File: src/inc/demag_pkg.sv
// Package for the demagnetization event unit: register map, field positions,
// reset values, bus carriers and the step state encoding.
// Assumes a 32-bit AXI4-Lite slave with byte addresses on AXI_AW bits.
package demag_pkg;

	localparam int AXI_AW = 8;

	localparam logic [AXI_AW-1:0] CTRL_OFF   = 8'h00;
	localparam logic [AXI_AW-1:0] VALUE_OFF  = 8'h04;
	localparam logic [AXI_AW-1:0] STATUS_OFF = 8'h08;
	localparam logic [AXI_AW-1:0] MASK_OFF   = 8'h0c;

	localparam int CTRL_HW_BIT   = 0;
	localparam int CTRL_SIM_BIT  = 1;
	localparam int CTRL_FALL_BIT = 2;
	localparam int CTRL_FILT_LSB = 4;
	localparam int FLAG_BIT      = 0;
	localparam int MASK_BIT      = 0;

	localparam logic       HW_EN_RST  = 1'b0;
	localparam logic       SIM_EN_RST = 1'b0;
	localparam logic       FALL_RST   = 1'b0;
	localparam logic       FLAG_RST   = 1'b0;
	localparam logic       MASK_RST   = 1'b0;

	localparam logic [1:0] RESP_OKAY   = 2'h0;
	localparam logic [1:0] RESP_SLVERR = 2'h2;

	typedef enum logic [1:0] {
		STEP_IDLE  = 2'h1,
		STEP_ARMED = 2'h2
	} step_e;

	typedef struct packed {
		logic [AXI_AW-1:0] awaddr;
		logic              awvalid;
		logic [31:0]       wdata;
		logic [3:0]        wstrb;
		logic              wvalid;
		logic              bready;
		logic [AXI_AW-1:0] araddr;
		logic              arvalid;
		logic              rready;
	} axil_req_s;

	typedef struct packed {
		logic        awready;
		logic        wready;
		logic        bvalid;
		logic [1:0]  bresp;
		logic        arready;
		logic        rvalid;
		logic [31:0] rdata;
		logic [1:0]  rresp;
	} axil_rsp_s;

endpackage

File: src/rtl/demag_edge_filter.sv
// Consecutive edge counter on the selected rotor position input.
// Assumes the input is already synchronous to aclk.
`timescale 1ns/10ps
module demag_edge_filter #(
	parameter int FW = 3
) (
	input  wire logic          aclk,
	input  wire logic          aresetn,
	input  wire logic          sense,
	input  wire logic          falling,
	input  wire logic          clear,
	input  wire logic [FW-1:0] need,
	output logic               hit
);

	typedef struct packed {
		logic          prev;
		logic [FW-1:0] cnt;
	} filt_state_s;

	filt_state_s st_r;
	filt_state_s st_nxt;
	logic        edge_seen;

	always_comb
	begin
		st_nxt = st_r;
		edge_seen = falling ? (st_r.prev & ~sense) : (~st_r.prev & sense);
		hit = 1'b0;
		st_nxt.prev = sense;
		if (clear)
		begin
			st_nxt.cnt = '0;
		end
		else if (edge_seen)
		begin
			// Field value n asks for n+1 edges
			if (st_r.cnt == need)
			begin
				hit = 1'b1; // [RULE_01]
				st_nxt.cnt = '0;
			end
			else
			begin
				st_nxt.cnt = st_r.cnt + 1'b1;
			end
		end
	end

	always_ff @(posedge aclk)
	begin
		if (!aresetn)
		begin
			st_r <= '0;
		end
		else
		begin
			st_r <= st_nxt;
		end
	end
endmodule // demag_edge_filter

File: src/rtl/demag_event_unit.sv
// Demagnetization event unit: hardware and simulated events, capture of the
// step timer, status flag with mask, and an AXI4-Lite register slave.
// Assumes commutation_event is a one-cycle pulse and the timer is synchronous.
// Behaviour
// RULE_01: Hardware event after programmed consecutive edge count
// RULE_02: Hardware event captures timer into value register
// RULE_03: Simulated event when timer matches value register
// RULE_04: First of both sources gives single step event
// RULE_05: Software keeps simulated event after hardware event
// RULE_06: Hardware disabled: simulated event alone masks step
// RULE_07: Software sets mask longer than real demagnetization
// RULE_08: Event sets flag; masked flag requests interrupt
// RULE_09: At commutation, late value fires now, takes count
// RULE_10: Software avoids value writes during capture/compare
//
// The implementer's own choices: the AXI4-Lite interface to the registers and the address map.
`timescale 1ns/10ps
module demag_event_unit #(
	parameter int TW = 8,
	parameter int FW = 3
) (
	input  wire logic                aclk,
	input  wire logic                aresetn,
	input  wire demag_pkg::axil_req_s axi_req,
	output demag_pkg::axil_rsp_s     axi_rsp,
	input  wire logic                position_sense_input,
	input  wire logic                commutation_event,
	input  wire logic [TW-1:0]       motor_step_timer,
	output logic                     demag_event,
	output logic                     demag_irq
);

	typedef struct packed {
		demag_pkg::step_e           step;
		logic                       hw_demag_enable;
		logic                       sim_demag_enable;
		logic                       falling;
		logic [FW-1:0]              demag_event_filter;
		logic [TW-1:0]              demag_value_reg;
		logic                       demag_flag;
		logic                       demag_irq_mask;
		logic                       event_out;
		logic                       aw_got;
		logic [demag_pkg::AXI_AW-1:0] awaddr;
		logic                       w_got;
		logic [31:0]                wdata;
		logic [3:0]                 wstrb;
		logic                       bvalid;
		logic [1:0]                 bresp;
		logic                       rvalid;
		logic [31:0]                rdata;
		logic [1:0]                 rresp;
	} demag_state_s;

	demag_state_s st_r;
	demag_state_s st_nxt;
	logic         hw_hit;
	logic         filt_clear;
	logic         armed;
	logic         sim_hit;
	logic         fire;
	logic         capture;

	assign armed = (st_r.step == demag_pkg::STEP_ARMED);
	// Filter only counts within an armed step, so stale edges never carry over
	assign filt_clear = !armed || !st_r.hw_demag_enable || commutation_event; // [RULE_06]
	assign sim_hit = armed && st_r.sim_demag_enable
		&& (motor_step_timer == st_r.demag_value_reg); // [RULE_03]

	demag_edge_filter #(
		.FW (FW)
	) u_filter (
		.aclk    (aclk),
		.aresetn (aresetn),
		.sense   (position_sense_input),
		.falling (st_r.falling),
		.clear   (filt_clear),
		.need    (st_r.demag_event_filter),
		.hit     (hw_hit)
	);

	assign axi_rsp.awready = !st_r.aw_got && !st_r.bvalid;
	assign axi_rsp.wready  = !st_r.w_got && !st_r.bvalid;
	assign axi_rsp.bvalid  = st_r.bvalid;
	assign axi_rsp.bresp   = st_r.bresp;
	assign axi_rsp.arready = !st_r.rvalid;
	assign axi_rsp.rvalid  = st_r.rvalid;
	assign axi_rsp.rdata   = st_r.rdata;
	assign axi_rsp.rresp   = st_r.rresp;
	assign demag_event     = st_r.event_out;
	assign demag_irq       = st_r.demag_flag && st_r.demag_irq_mask; // [RULE_08]

	always_comb
	begin
		st_nxt = st_r;
		fire = 1'b0;
		capture = 1'b0;

		// Register bus, write side: address and data in either order
		if (axi_req.awvalid && axi_rsp.awready)
		begin
			st_nxt.aw_got = 1'b1;
			st_nxt.awaddr = axi_req.awaddr;
		end
		if (axi_req.wvalid && axi_rsp.wready)
		begin
			st_nxt.w_got = 1'b1;
			st_nxt.wdata = axi_req.wdata;
			st_nxt.wstrb = axi_req.wstrb;
		end
		if (st_r.aw_got && st_r.w_got)
		begin
			st_nxt.aw_got = 1'b0;
			st_nxt.w_got = 1'b0;
			st_nxt.bvalid = 1'b1;
			st_nxt.bresp = demag_pkg::RESP_OKAY;
			if (st_r.awaddr[demag_pkg::AXI_AW-1:2] == demag_pkg::CTRL_OFF[demag_pkg::AXI_AW-1:2])
			begin
				if (st_r.wstrb[0])
				begin
					st_nxt.hw_demag_enable = st_r.wdata[demag_pkg::CTRL_HW_BIT];
					st_nxt.sim_demag_enable = st_r.wdata[demag_pkg::CTRL_SIM_BIT];
					st_nxt.falling = st_r.wdata[demag_pkg::CTRL_FALL_BIT];
					st_nxt.demag_event_filter = st_r.wdata[demag_pkg::CTRL_FILT_LSB +: FW];
				end
			end
			else if (st_r.awaddr[demag_pkg::AXI_AW-1:2] == demag_pkg::VALUE_OFF[demag_pkg::AXI_AW-1:2])
			begin
				for (int i = 0; i < TW; i++)
				begin
					if (st_r.wstrb[i/8])
					begin
						st_nxt.demag_value_reg[i] = st_r.wdata[i];
					end
				end
			end
			else if (st_r.awaddr[demag_pkg::AXI_AW-1:2] == demag_pkg::STATUS_OFF[demag_pkg::AXI_AW-1:2])
			begin
				// Write one to clear; an event in this cycle wins below
				if (st_r.wstrb[0] && st_r.wdata[demag_pkg::FLAG_BIT])
				begin
					st_nxt.demag_flag = 1'b0;
				end
			end
			else if (st_r.awaddr[demag_pkg::AXI_AW-1:2] == demag_pkg::MASK_OFF[demag_pkg::AXI_AW-1:2])
			begin
				if (st_r.wstrb[0])
				begin
					st_nxt.demag_irq_mask = st_r.wdata[demag_pkg::MASK_BIT];
				end
			end
			else
			begin
				st_nxt.bresp = demag_pkg::RESP_SLVERR;
			end
		end
		if (st_r.bvalid && axi_req.bready)
		begin
			st_nxt.bvalid = 1'b0;
		end

		// Register bus, read side
		if (axi_req.arvalid && axi_rsp.arready)
		begin
			st_nxt.rvalid = 1'b1;
			st_nxt.rdata = '0;
			st_nxt.rresp = demag_pkg::RESP_OKAY;
			if (axi_req.araddr[demag_pkg::AXI_AW-1:2] == demag_pkg::CTRL_OFF[demag_pkg::AXI_AW-1:2])
			begin
				st_nxt.rdata[demag_pkg::CTRL_HW_BIT] = st_r.hw_demag_enable;
				st_nxt.rdata[demag_pkg::CTRL_SIM_BIT] = st_r.sim_demag_enable;
				st_nxt.rdata[demag_pkg::CTRL_FALL_BIT] = st_r.falling;
				st_nxt.rdata[demag_pkg::CTRL_FILT_LSB +: FW] = st_r.demag_event_filter;
			end
			else if (axi_req.araddr[demag_pkg::AXI_AW-1:2] == demag_pkg::VALUE_OFF[demag_pkg::AXI_AW-1:2])
			begin
				st_nxt.rdata[TW-1:0] = st_r.demag_value_reg;
			end
			else if (axi_req.araddr[demag_pkg::AXI_AW-1:2] == demag_pkg::STATUS_OFF[demag_pkg::AXI_AW-1:2])
			begin
				st_nxt.rdata[demag_pkg::FLAG_BIT] = st_r.demag_flag;
			end
			else if (axi_req.araddr[demag_pkg::AXI_AW-1:2] == demag_pkg::MASK_OFF[demag_pkg::AXI_AW-1:2])
			begin
				st_nxt.rdata[demag_pkg::MASK_BIT] = st_r.demag_irq_mask;
			end
			else
			begin
				st_nxt.rresp = demag_pkg::RESP_SLVERR;
			end
		end
		else if (st_r.rvalid && axi_req.rready)
		begin
			st_nxt.rvalid = 1'b0;
		end

		// Step sequencing: one event per commutation step
		case (st_r.step)
			demag_pkg::STEP_IDLE:
			begin
				if (commutation_event)
				begin
					st_nxt.step = demag_pkg::STEP_ARMED;
				end
			end
			demag_pkg::STEP_ARMED:
			begin
				if (commutation_event)
				begin
					st_nxt.step = demag_pkg::STEP_ARMED;
				end
				else if (st_r.hw_demag_enable && hw_hit) // [RULE_01] [RULE_06]
				begin
					fire = 1'b1;
					capture = 1'b1; // [RULE_02]
					st_nxt.step = demag_pkg::STEP_IDLE;
				end
				else if (sim_hit) // [RULE_03] [RULE_04]
				begin
					fire = 1'b1;
					st_nxt.step = demag_pkg::STEP_IDLE;
				end
			end
			default:
			begin
				st_nxt.step = demag_pkg::STEP_IDLE;
			end
		endcase

		// A value already passed at commutation fires at once
		if (commutation_event && st_r.sim_demag_enable
			&& (st_r.demag_value_reg <= motor_step_timer)) // [RULE_09]
		begin
			fire = 1'b1;
			capture = 1'b1;
			st_nxt.step = demag_pkg::STEP_IDLE;
		end

		// Hardware update of the value wins over a bus write in the same cycle
		if (capture)
		begin
			st_nxt.demag_value_reg = motor_step_timer; // [RULE_02] [RULE_09]
		end
		st_nxt.event_out = fire; // [RULE_04]
		if (fire)
		begin
			st_nxt.demag_flag = 1'b1; // [RULE_08]
		end
	end

	always_ff @(posedge aclk)
	begin
		if (!aresetn)
		begin
			st_r <= '0;
			st_r.step <= demag_pkg::STEP_IDLE;
			st_r.hw_demag_enable <= demag_pkg::HW_EN_RST;
			st_r.sim_demag_enable <= demag_pkg::SIM_EN_RST;
			st_r.falling <= demag_pkg::FALL_RST;
			st_r.demag_flag <= demag_pkg::FLAG_RST;
			st_r.demag_irq_mask <= demag_pkg::MASK_RST;
		end
		else
		begin
			st_r <= st_nxt;
		end
	end
endmodule // demag_event_unit

File: config.mk
export PLATFORM = sky130hd
export DESIGN_NAME = demag_event_unit
export DESIGN_NICKNAME = d
export VERILOG_FILES = /design/src/inc/demag_pkg.sv /design/src/rtl/demag_edge_filter.sv /design/src/rtl/demag_event_unit.sv
export SDC_FILE = /design/constraint.sdc
export NUM_CORES = 1
export LEC_CHECK = 0
export BUFFER_PORTS_ARGS = -buffer_cell sky130_fd_sc_hd__buf_2
export CAP_MARGIN = 5
export CORE_AREA = 8 8 115 64
export CTS_BUF_LIST = sky130_fd_sc_hd__clkbuf_2
export CTS_CLUSTER_SIZE = 30
export DETAILED_ROUTE_END_ITERATION = 7
export DIE_AREA = 0 0 123 72
export PLACE_DENSITY = 0.82
export SLEW_MARGIN = 10
export SYNTH_ARGS = -nofsm -noshare
export SYNTH_HDL_FRONTEND = slang
export SYNTH_SLANG_ARGS = --single-unit
File: constraint.sdc
create_clock -name aclk -period 2.15 [get_ports aclk]
set_input_delay 0.43 -clock aclk [delete_from_list [all_inputs] [get_ports aclk]]
set_output_delay 0.43 -clock aclk [all_outputs]
set_load 0.01 [all_outputs]
Yosys cells after proc, flatten, opt, wreduce, memory -nomap -nowiden
Index checks and enable logic that the tools add are counted.

storage, ports and cells
  register bits after elaboration = 56
  output and inout port bits = 43
  memories kept = 0
  latch bits = 0
  logic and storage cells = 143
  bits in read-only memories = 0
  input bits = 69
  bits in writable memories = 0

operators by class
  multiply operators = 0
  shift-type cells = 0
  div/mod/pow operators = 0
  mux-type cells = 56
  magnitude comparators = 1
  equal/unequal tests = 15
  bitwise operators = 8
  add/subtract/negate cells = 1
  reduce and logical (&&, ||, !) cells = 41

operator list
  cell                                                    count
  2-to-1 mux 1 bit                                        34
  2-to-1 mux 2 bit                                        13
  == test 6 x 2 -> 1 bit (second input constant)          4
  2-to-1 mux 10 bit                                       2
  2-to-1 mux 8 bit                                        2
  logical AND 1 bit                                       15
  nonzero test 2 bit                                      7
  == test 6 x 1 -> 1 bit (second input constant)          2
  logical NOT 6 bit                                       2
  2-to-1 mux 3 bit                                        3
  == test 8 bit                                           1
  less-or-equal comparator 8 bit                          1
  inequality test 2 bit (second input constant)           4
  OR reduction 2 bit                                      4
  2-to-1 mux 7 bit                                        1
  logical NOT 1 bit                                       6
  inverter 1 bit                                          6
  AND reduction 6 bit                                     1
  AND reduction 5 bit                                     1
  inequality test 4 x 2 -> 1 bit (second input constant)  1
  case mux 2 bit (2 select lines)                         1
  AND reduction 4 bit                                     1
  adder 3 x 1 -> 3 bit (second input constant)            1
  == test 3 bit                                           1
  6 further kinds                                         8

Depth between registers and ports, before layout
Gate-level depths: netlist of the first run.

  depth after elaboration = 12
  mapped depth = 7
  depth with buffers taken out = 7

By module
Synthesis of the first run repeated with hierarchy kept, for this count alone.

unflattened totals
  cells, all modules = 312
  area, all modules = 2807.7 um^2

by module, submodules not included
  module             area an instance (um^2)  times used  sequential area each (um^2)  cells each
  demag_event_unit   2568.7                   1           960.9                        286
  demag_edge_filter  239.0                    1           80.1                         26

Worst setup path before layout of the first run
OpenSTA, ideal clock, no wires.

  path kind = input -> register
  start = in motor_step_timer[1]
  end = reg st_r[87] (netlist bit)
  required time = 2.078 ns
  library setup time = 0.072 ns
  path slack = 0.326 ns
  buffers on the path = 0
  cell stages on the path = 7
  arrival = 1.752 ns
  cell sequence = inv_1 -> ha_1 -> nor2b_1 -> o21bai_1 -> a21oi_1 -> o31ai_4 -> mux2i_1

on the way
  word-level cells in the longest chain between the ends = 5
  elaborated cells between the ends (all ways) = 9
  classes of those cells = order compare (1); eq/ne (1); mux (2); reduce/logical (5)

ends and longest elaborated chain
  what                                                                                 line                     RTL
  start: declaration                                                                   demag_event_unit.sv:28   input wire logic [TW-1:0] motor_step_timer,
  less-or-equal comparator 8 bit *                                                     demag_event_unit.sv:232  && (st_r.demag_value_reg <= motor_step_timer))
  logical AND 1 bit *                                                                  demag_event_unit.sv:232
  2-to-1 mux 1 bit *                                                                   demag_event_unit.sv:231  if (commutation_event && st_r.sim_demag_enable
  inequality test 2 bit (no source line) / nonzero test 2 bit (equally long branches)  --
  AND reduction 4 bit (no source line)                                                 --
  end signal: assignment                                                               demag_event_unit.sv:265  st_r <= st_nxt;
  end: declaration                                                                     demag_event_unit.sv:55   demag_state_s st_r;

Every way passes the cells marked *; elsewhere a longest branch is shown, timed or not.
A chain may end at the register's enable or synchronous reset.

Worst setup path in the final report of the first run
  start = reg st_r[90] (netlist bit)
  end = reg st_r[87] (netlist bit)

on the way
  word-level cells in the longest chain between the ends = 5
  elaborated cells between the ends (all ways) = 9
  classes of those cells = order compare (1); eq/ne (1); mux (2); reduce/logical (5)

ends and longest elaborated chain
  what                                                                                 line
  less-or-equal comparator 8 bit *                                                     demag_event_unit.sv:232
  logical AND 1 bit *                                                                  demag_event_unit.sv:232
  2-to-1 mux 1 bit *                                                                   demag_event_unit.sv:231
  inequality test 2 bit (no source line) / nonzero test 2 bit (equally long branches)  --
  AND reduction 4 bit (no source line)                                                 --

Marks and branches as above.

==> impl_metrics.py, run 1 <==
metrics = {
    "power": {
        "peakVddDrop_uv": 280.5,
        "leakage_uw": 0.001349,
        "powerDensity_nw_per_um2": 573.4,
    },
    "clock_network": {
        "clkSlewWorstSetupHoldPaths_ns": 0.28,
        "root_buffer": "clkbuf_2",
        "cts_setup_buffers": 0,
        "cts_tree": "built",
        "tritoncts_num_sinks": 52,
        "cts_buffers": 5,
        "htree_levels": 2,
        "postCtsHoldBufs": 0,
        "cts_buffer_depth": 2,
        "clk_latency_ns": 0.47,
        "cts-resized-gates": 0,
    },
    "critical_path": {
        "crit_slowest_cell": "o31ai_4",
        "crit_required_ns": 2.55,
        "worstRegToRegCells": 6,
        "cp_cell_sequence": "ha_1 > nand2_1 > o21bai_1 > a21oi_1 > o31ai_4 > mux2i_1",
        "r2r_start": "st_r[90]",
        "cp_data_arrival_time_ns": 2.39,
        "cp_top_family": "compound AO/OA/AOI/OAI gates",
        "path_buf_inv": 0,
        "start_kind": "flop",
        "end_kind": "flop",
        "path_class": "reg2reg",
        "regToRegSetupSlack_ns": 0.16,
        "r2r_end": "st_r[87]",
        "crit_fanout": 8,
        "slowest_delay_ns": 0.61,
    },
    "floorplan": {
        "die_h_um": 72,
        "start_util": 0.4756,
        "rows": 20,
        "coreArea_um2": 5806,
        "die_area_um2": 8856,
        "ios": 112,
        "die_w_um": 123,
    },
    "final_layout": {
        "nets": 441,
        "drive_gt1_frac": 0.2017,
        "seq_area_um2": 1041,
        "num-fill-cells": 592,
        "multi_input_area_um2": 1434,
        "area_growth_pct": 7.657,
        "antennaDiodeCount": 0,
    },
    "global_route": {
        "grt_max_degree": 39,
        "grt.overflow.total": 0,
        "grt_use_total": 0.1489,
        "antenna_found_initial": 0,
        "grt_pass1_vias": 2164,
        "grt_first_pass_wirelength_um": 10490,
    },
    "run_status": {
        "status": "complete, no violations",
    },
    "synth": {
        "ys.flop_type": "dfxtp_1",
        "yosysUniqueCellTypes": 42,
        "yosys_warnings": 0,
        "synth_commonest_cells": "54 x nand2_1, 52 x dfxtp_1, 38 x buf_4",
        "synth_top_area_frac": 0.3770,
        "seq_area_frac_synth": 0.3770,
        "netlist_area_um2": 2761,
        "yosys.area.top_type": "dfxtp_1",
        "postSynthCellCount": 321,
        "avgSynthCellArea_um2": 8.602,
        "ys_seq_elements": 52,
        "yosysMostFrequentCell": "nand2_1",
        "synthTopCellsByArea": "dfxtp_1 38%, buf_4 10%, nand2_1 7.3%",
        "synthArstFlopShare": 0,
        "synth_enable_flop_cells": 0,
    },
    "routing": {
        "drtAntennaViolNets": 0,
        "vias": 2178,
        "drc_errors": 0,
        "viasPerCell": 4.961,
        "firstDrtPassIters": 5,
        "routedWlPerCell_um": 14.98,
        "totalWireLength_um": 6578,
        "first_iter_violations": 133,
    },
    "worst_hold_path": {
        "hold_depth": 2,
        "min_from": "axi_req[0]",
        "min_path_type": "in2reg",
        "hold_end": "axi_rsp[34]",
    },
    "placed_design": {
        "dp_hpwl_um": 5249,
        "portBuffers": 54,
        "dp_slack_ns": -0.04705,
        "place.gp.congestion": 0.8475,
    },
    "sta": {
        "max_slew_margin": 0.5599,
        "period_needed_ns": 1.988,
        "report.final.slew_viol_count": 0,
        "setup-violations-final": 0,
        "finalCritPeriodShare": 0.9249,
        "rsz0062_at_grt": "no",
        "tightest_slew_ns": 0.6591,
        "final_hold_viol_count": 0,
        "whs_ns": 0.1186,
        "timing.final.ws_setup_ns": 0.1615,
        "fin_skew_ns": 0.02418,
        "fmax_mhz": 502.9,
    },
    "run": {
        "drv_cap": 0,
    },
}
==> area by class of cell <==
cell class / instances / area share
Clock inverter: 3 / 0.009259
Timing Repair Buffer: 56 / 0.09596
Multi-Input combinational cell: 229 / 0.4823
Inverter: 17 / 0.02146
Sequential cell: 52 / 0.3502
Tap cell: 77 / 0.03241
Clock buffer: 5 / 0.008418
==> cell families (layout without fill, tap and decap cells) <==
group,Yosys count,count (layout),share of synthesized area
AOI/OAI and AO/OA,44,44,0.1029
xor gates and xnor gates,5,5,0.01586
adders and majority gates,11,11,0.04984
buffers and inverters,65,81,0.1400
DFF,52,52,0.3770
muxes,30,30,0.1187
other,1,26,0.001358
and+or+nand+nor,113,113,0.1944
==> cells in the final DEF, fill, tap and decap left out, types with 2 or more instances in the layout <==
cell type and count:
mux2i_1 17, inv_2 2, inv_1 15, xor2_1 4
nand4_1 3, a32oi_1 2, ha_1 11, or3_1 3
dfxtp_1 52, mux2_1 12, nor3_2 2, nor2_1 26
o21ai_0 2, a21oi_1 23, buf_4 2, nand2_1 54
and2_1 5, buf_2 54, nand3_1 5, nand2b_1 4
a211oi_1 2, a31oi_1 2, conb_1 26, nor3_1 3
clkbuf_2 5, a22oi_1 6
==> worst max path at each step <==
stage                             start  slack [ns]  endpoint  depth (start not counted)
floorplan           motor_step_timer[1]        0.33  st_r[87]                          7
global placement    motor_step_timer[1]        0.03  st_r[92]                          8
detailed placement  motor_step_timer[6]       -0.05  st_r[87]                          8
CTS                            st_r[92]        0.09  st_r[87]                          6
global route                   st_r[92]        0.02  st_r[90]                          5
finish                         st_r[90]        0.16  st_r[87]                          6
==> routing by layer <==
layer,vias to the layer above,GRT usage,routed length [µm]
li1,1101,-,-
met1,1001,0.2006,3254
met2,74,0.2253,2740
met3,2,0.04415,559
met4,0,0.04238,24
met5,-,0,0
==> report_power, final <==
| group | leakage, µW | switching, µW | internal [µW] |
|---|---|---|---|
| Clock | 0.0000311 | 349 | 91.1 |
| Sequential | 0.000423 | 37.3 | 1000 |
| Combinational | 0.000894 | 135 | 91.0 |
| Total | 0.00135 | 521 | 1180 |
==> flip-flops by register name (all words and copies together), names as in the netlist <==
name	flops
u_filter.st_r	4
demag_event	1
axi_rsp	12
st_r	35
==> through the flow <==
| stage | std cells | area (µm²) | power [µW] | utilization | setup TNS [ns] |
|---|---|---|---|---|---|
| 2_1_floorplan | 346 | 2855 | 1233 | - | 0 |
| 3_3_place_gp | 431 | 2914 | 1269 | 0.5019 | 0 |
| 3_5_place_dp | 431 | 2914 | 1278 | 0.5019 | -0.2704 |
| 4_1_cts | 439 | 2967 | 1712 | 0.5110 | 0 |
| 5_1_grt | 439 | 2973 | 1787 | 0.5121 | 0 |
| 6_report | 439 | 2973 | 1705 | 0.5121 | 0 |
==> worst reg2reg max path: stages (launching register included) <==
cell      delay, ns
dfxtp_1        0.40
ha_1           0.29
nand2_1        0.13
o21bai_1       0.13
a21oi_1        0.13
o31ai_4        0.61
mux2i_1        0.25
Power figures use the tool's default switching activity.
==> run 2, diff against run 1 <==
--- a/config.mk
+++ b/config.mk
@@ -7,12 +7,14 @@
 export LEC_CHECK = 0
 export BUFFER_PORTS_ARGS = -buffer_cell sky130_fd_sc_hd__buf_2
 export CAP_MARGIN = 5
-export CORE_AREA = 8 8 115 64
+export CELL_PAD_IN_SITES_DETAIL_PLACEMENT = 0
+export CELL_PAD_IN_SITES_GLOBAL_PLACEMENT = 1
+export CORE_AREA = 8 8 133 73
 export CTS_BUF_LIST = sky130_fd_sc_hd__clkbuf_2
 export CTS_CLUSTER_SIZE = 30
 export DETAILED_ROUTE_END_ITERATION = 7
-export DIE_AREA = 0 0 123 72
-export PLACE_DENSITY = 0.82
+export DIE_AREA = 0 0 141 81
+export PLACE_DENSITY = 0.83
 export SLEW_MARGIN = 10
 export SYNTH_ARGS = -nofsm -noshare
 export SYNTH_HDL_FRONTEND = slang
==> impl_metrics.py, run 2 (same netlist as run 1, synthesis figures left out) <==
metrics = {
    "sta": {
        "finalCritPeriodShare": 0.9409,
        "max_slew_margin": 0.5418,
        "fmax_mhz": 494.3,
        "setup-violations-final": 0,
        "fin_skew_ns": 0.02042,
        "timing.final.ws_setup_ns": 0.1270,
        "final_hold_viol_count": 0,
        "fin_setup_tns_ns": 0,
        "period_needed_ns": 2.023,
        "rsz0062_at_grt": "no",
        "report.final.slew_viol_count": 0,
        "tightest_slew_ns": 0.6862,
    },
    "routing": {
        "totalWireLength_um": 6858,
        "viasPerCell": 4.589,
        "drc_errors": 0,
        "vias": 2175,
        "drtAntennaViolNets": 0,
        "firstDrtPassIters": 4,
        "first_iter_violations": 116,
        "routedWlPerCell_um": 14.47,
    },
    "clock_network": {
        "htree_levels": 2,
        "tritoncts_num_sinks": 52,
        "cts_setup_buffers": 0,
        "postCtsHoldBufs": 0,
        "clkSlewWorstSetupHoldPaths_ns": 0.28,
        "clk_latency_ns": 0.46,
        "cts_buffer_depth": 2,
        "cts_buffers": 5,
        "root_buffer": "clkbuf_2",
        "cts_tree": "built",
    },
    "global_route": {
        "grt_first_pass_wirelength_um": 10970,
        "grt_pass1_vias": 2184,
        "grt.overflow.total": 0,
        "antenna_found_initial": 0,
        "grt_max_degree": 39,
        "grt_use_total": 0.1209,
    },
    "run_status": {
        "status": "complete, no violations",
    },
    "critical_path": {
        "cp_data_arrival_time_ns": 2.42,
        "cp_cell_sequence": "ha_1 > nand2_1 > o21bai_1 > a21oi_1 > o31ai_4 > mux2i_1",
        "end_kind": "flop",
        "path_class": "reg2reg",
        "crit_fanout": 8,
        "crit_required_ns": 2.55,
        "start_kind": "flop",
        "slowest_delay_ns": 0.62,
        "crit_slowest_cell": "o31ai_4",
    },
    "placed_design": {
        "place.gp.congestion": 0.8229,
        "place_area_um2": 2958,
        "dp_hpwl_um": 5548,
        "dp_slack_ns": -0.02979,
        "portBuffers": 54,
    },
    "run": {
        "drv_cap": 0,
    },
    "final_layout": {
        "stdcell_area_um2": 3012,
        "layout_common_cells": "54 x nand2_1, 54 x buf_2, 52 x dfxtp_1",
        "nets": 441,
        "area_growth_pct": 9.062,
        "num-fill-cells": 852,
        "drive_gt1_frac": 0.2017,
        "largest_register_ffs": 35,
        "largest_register": "st_r",
        "antennaDiodeCount": 0,
    },
    "worst_hold_path": {
        "min_path_type": "in2reg",
    },
    "floorplan": {
        "die_h_um": 81,
        "start_util": 0.3541,
        "coreArea_um2": 7799,
        "die_area_um2": 11420,
        "ios": 112,
        "die_w_um": 141,
        "rows": 23,
    },
    "power": {
        "power_uw": 1689,
        "powerDensity_nw_per_um2": 560.9,
        "leakage_uw": 0.001351,
        "peakVddDrop_uv": 229.3,
    },
}
==> run 2: cell types whose count changed in the layout (fill, tap and decap cells not counted), sizes merged <==
cell | before | now
clkinv | 1 | 2
clkinvlp | 1 | 0
==> run 2: worst max-delay path, delay by kind of cell (launching register included) <==
| family | cells | cell delay (ns) |
|---|---|---|
| flip-flops | 1 | 0.40 |
| AND/OR/NAND/NOR | 1 | 0.13 |
| adder cells (fa/ha/maj) | 1 | 0.29 |
| multiplexers | 1 | 0.25 |
| AO/OA/AOI/OAI | 3 | 0.89 |
==> run 2: worst paths after layout <==
kind | startpoint | to | slack [ns] | cells after the start
min reg2reg | st_r[49] | st_r[49] | 0.48 | 2
max reg2reg | st_r[90] | st_r[87] | 0.13 | 6
max | st_r[90] | st_r[87] | 0.13 | 6
min | axi_req[0] | axi_rsp[34] | 0.13 | 2
==> run 2: metrics by stage <==
step | instances | hold slack (ns) | util
2_1_floorplan | 346 | 0.4339 | -
3_5_place_dp | 466 | 0.4551 | 0.3793
5_1_grt | 474 | 0.09126 | 0.3862
6_report | 474 | 0.1280 | 0.3862
3_3_place_gp | 466 | 0.4501 | 0.3793
4_1_cts | 474 | 0.1077 | 0.3854
==> run 2: repair_timing <==
action | in CTS | in global routing
endpoints found under the setup margin | 0 | 1
resized for setup | 0 | 1
endpoints found under the hold margin | 0 | 0
==> run 2: layout make-up <==
cell class | count | area [µm²] | share of cell area
clock buffers | 5 | 25.02 | 0.008309
clock inverters | 3 | 22.52 | 0.007478
inverters | 17 | 63.81 | 0.02119
multi-input cells | 229 | 1434 | 0.4761
flip-flops and latches | 52 | 1041 | 0.3457
well taps | 112 | 140.1 | 0.04653
repair buffers | 56 | 285.3 | 0.09472
==> run 2: metal layers <==
metal	share of wire	wire, µm	GRT usage	vias up
li1	-	-	-	1101
met1	0.54	3676	0.1742	1009
met2	0.39	2685	0.1709	63
met3	0.070	483	0.04269	2
met4	0.0017	12	0.01915	0
met5	0	0	0	-
==> run 2: power breakdown <==
group | total, µW | switching (µW) | leakage, µW | internal [µW]
registers | 1040 | 36.5 | 0.000423 | 1000
clock network | 426 | 340 | 0.0000333 | 86.0
logic | 226 | 135 | 0.000895 | 90.3
total | 1690 | 511 | 0.00135 | 1180
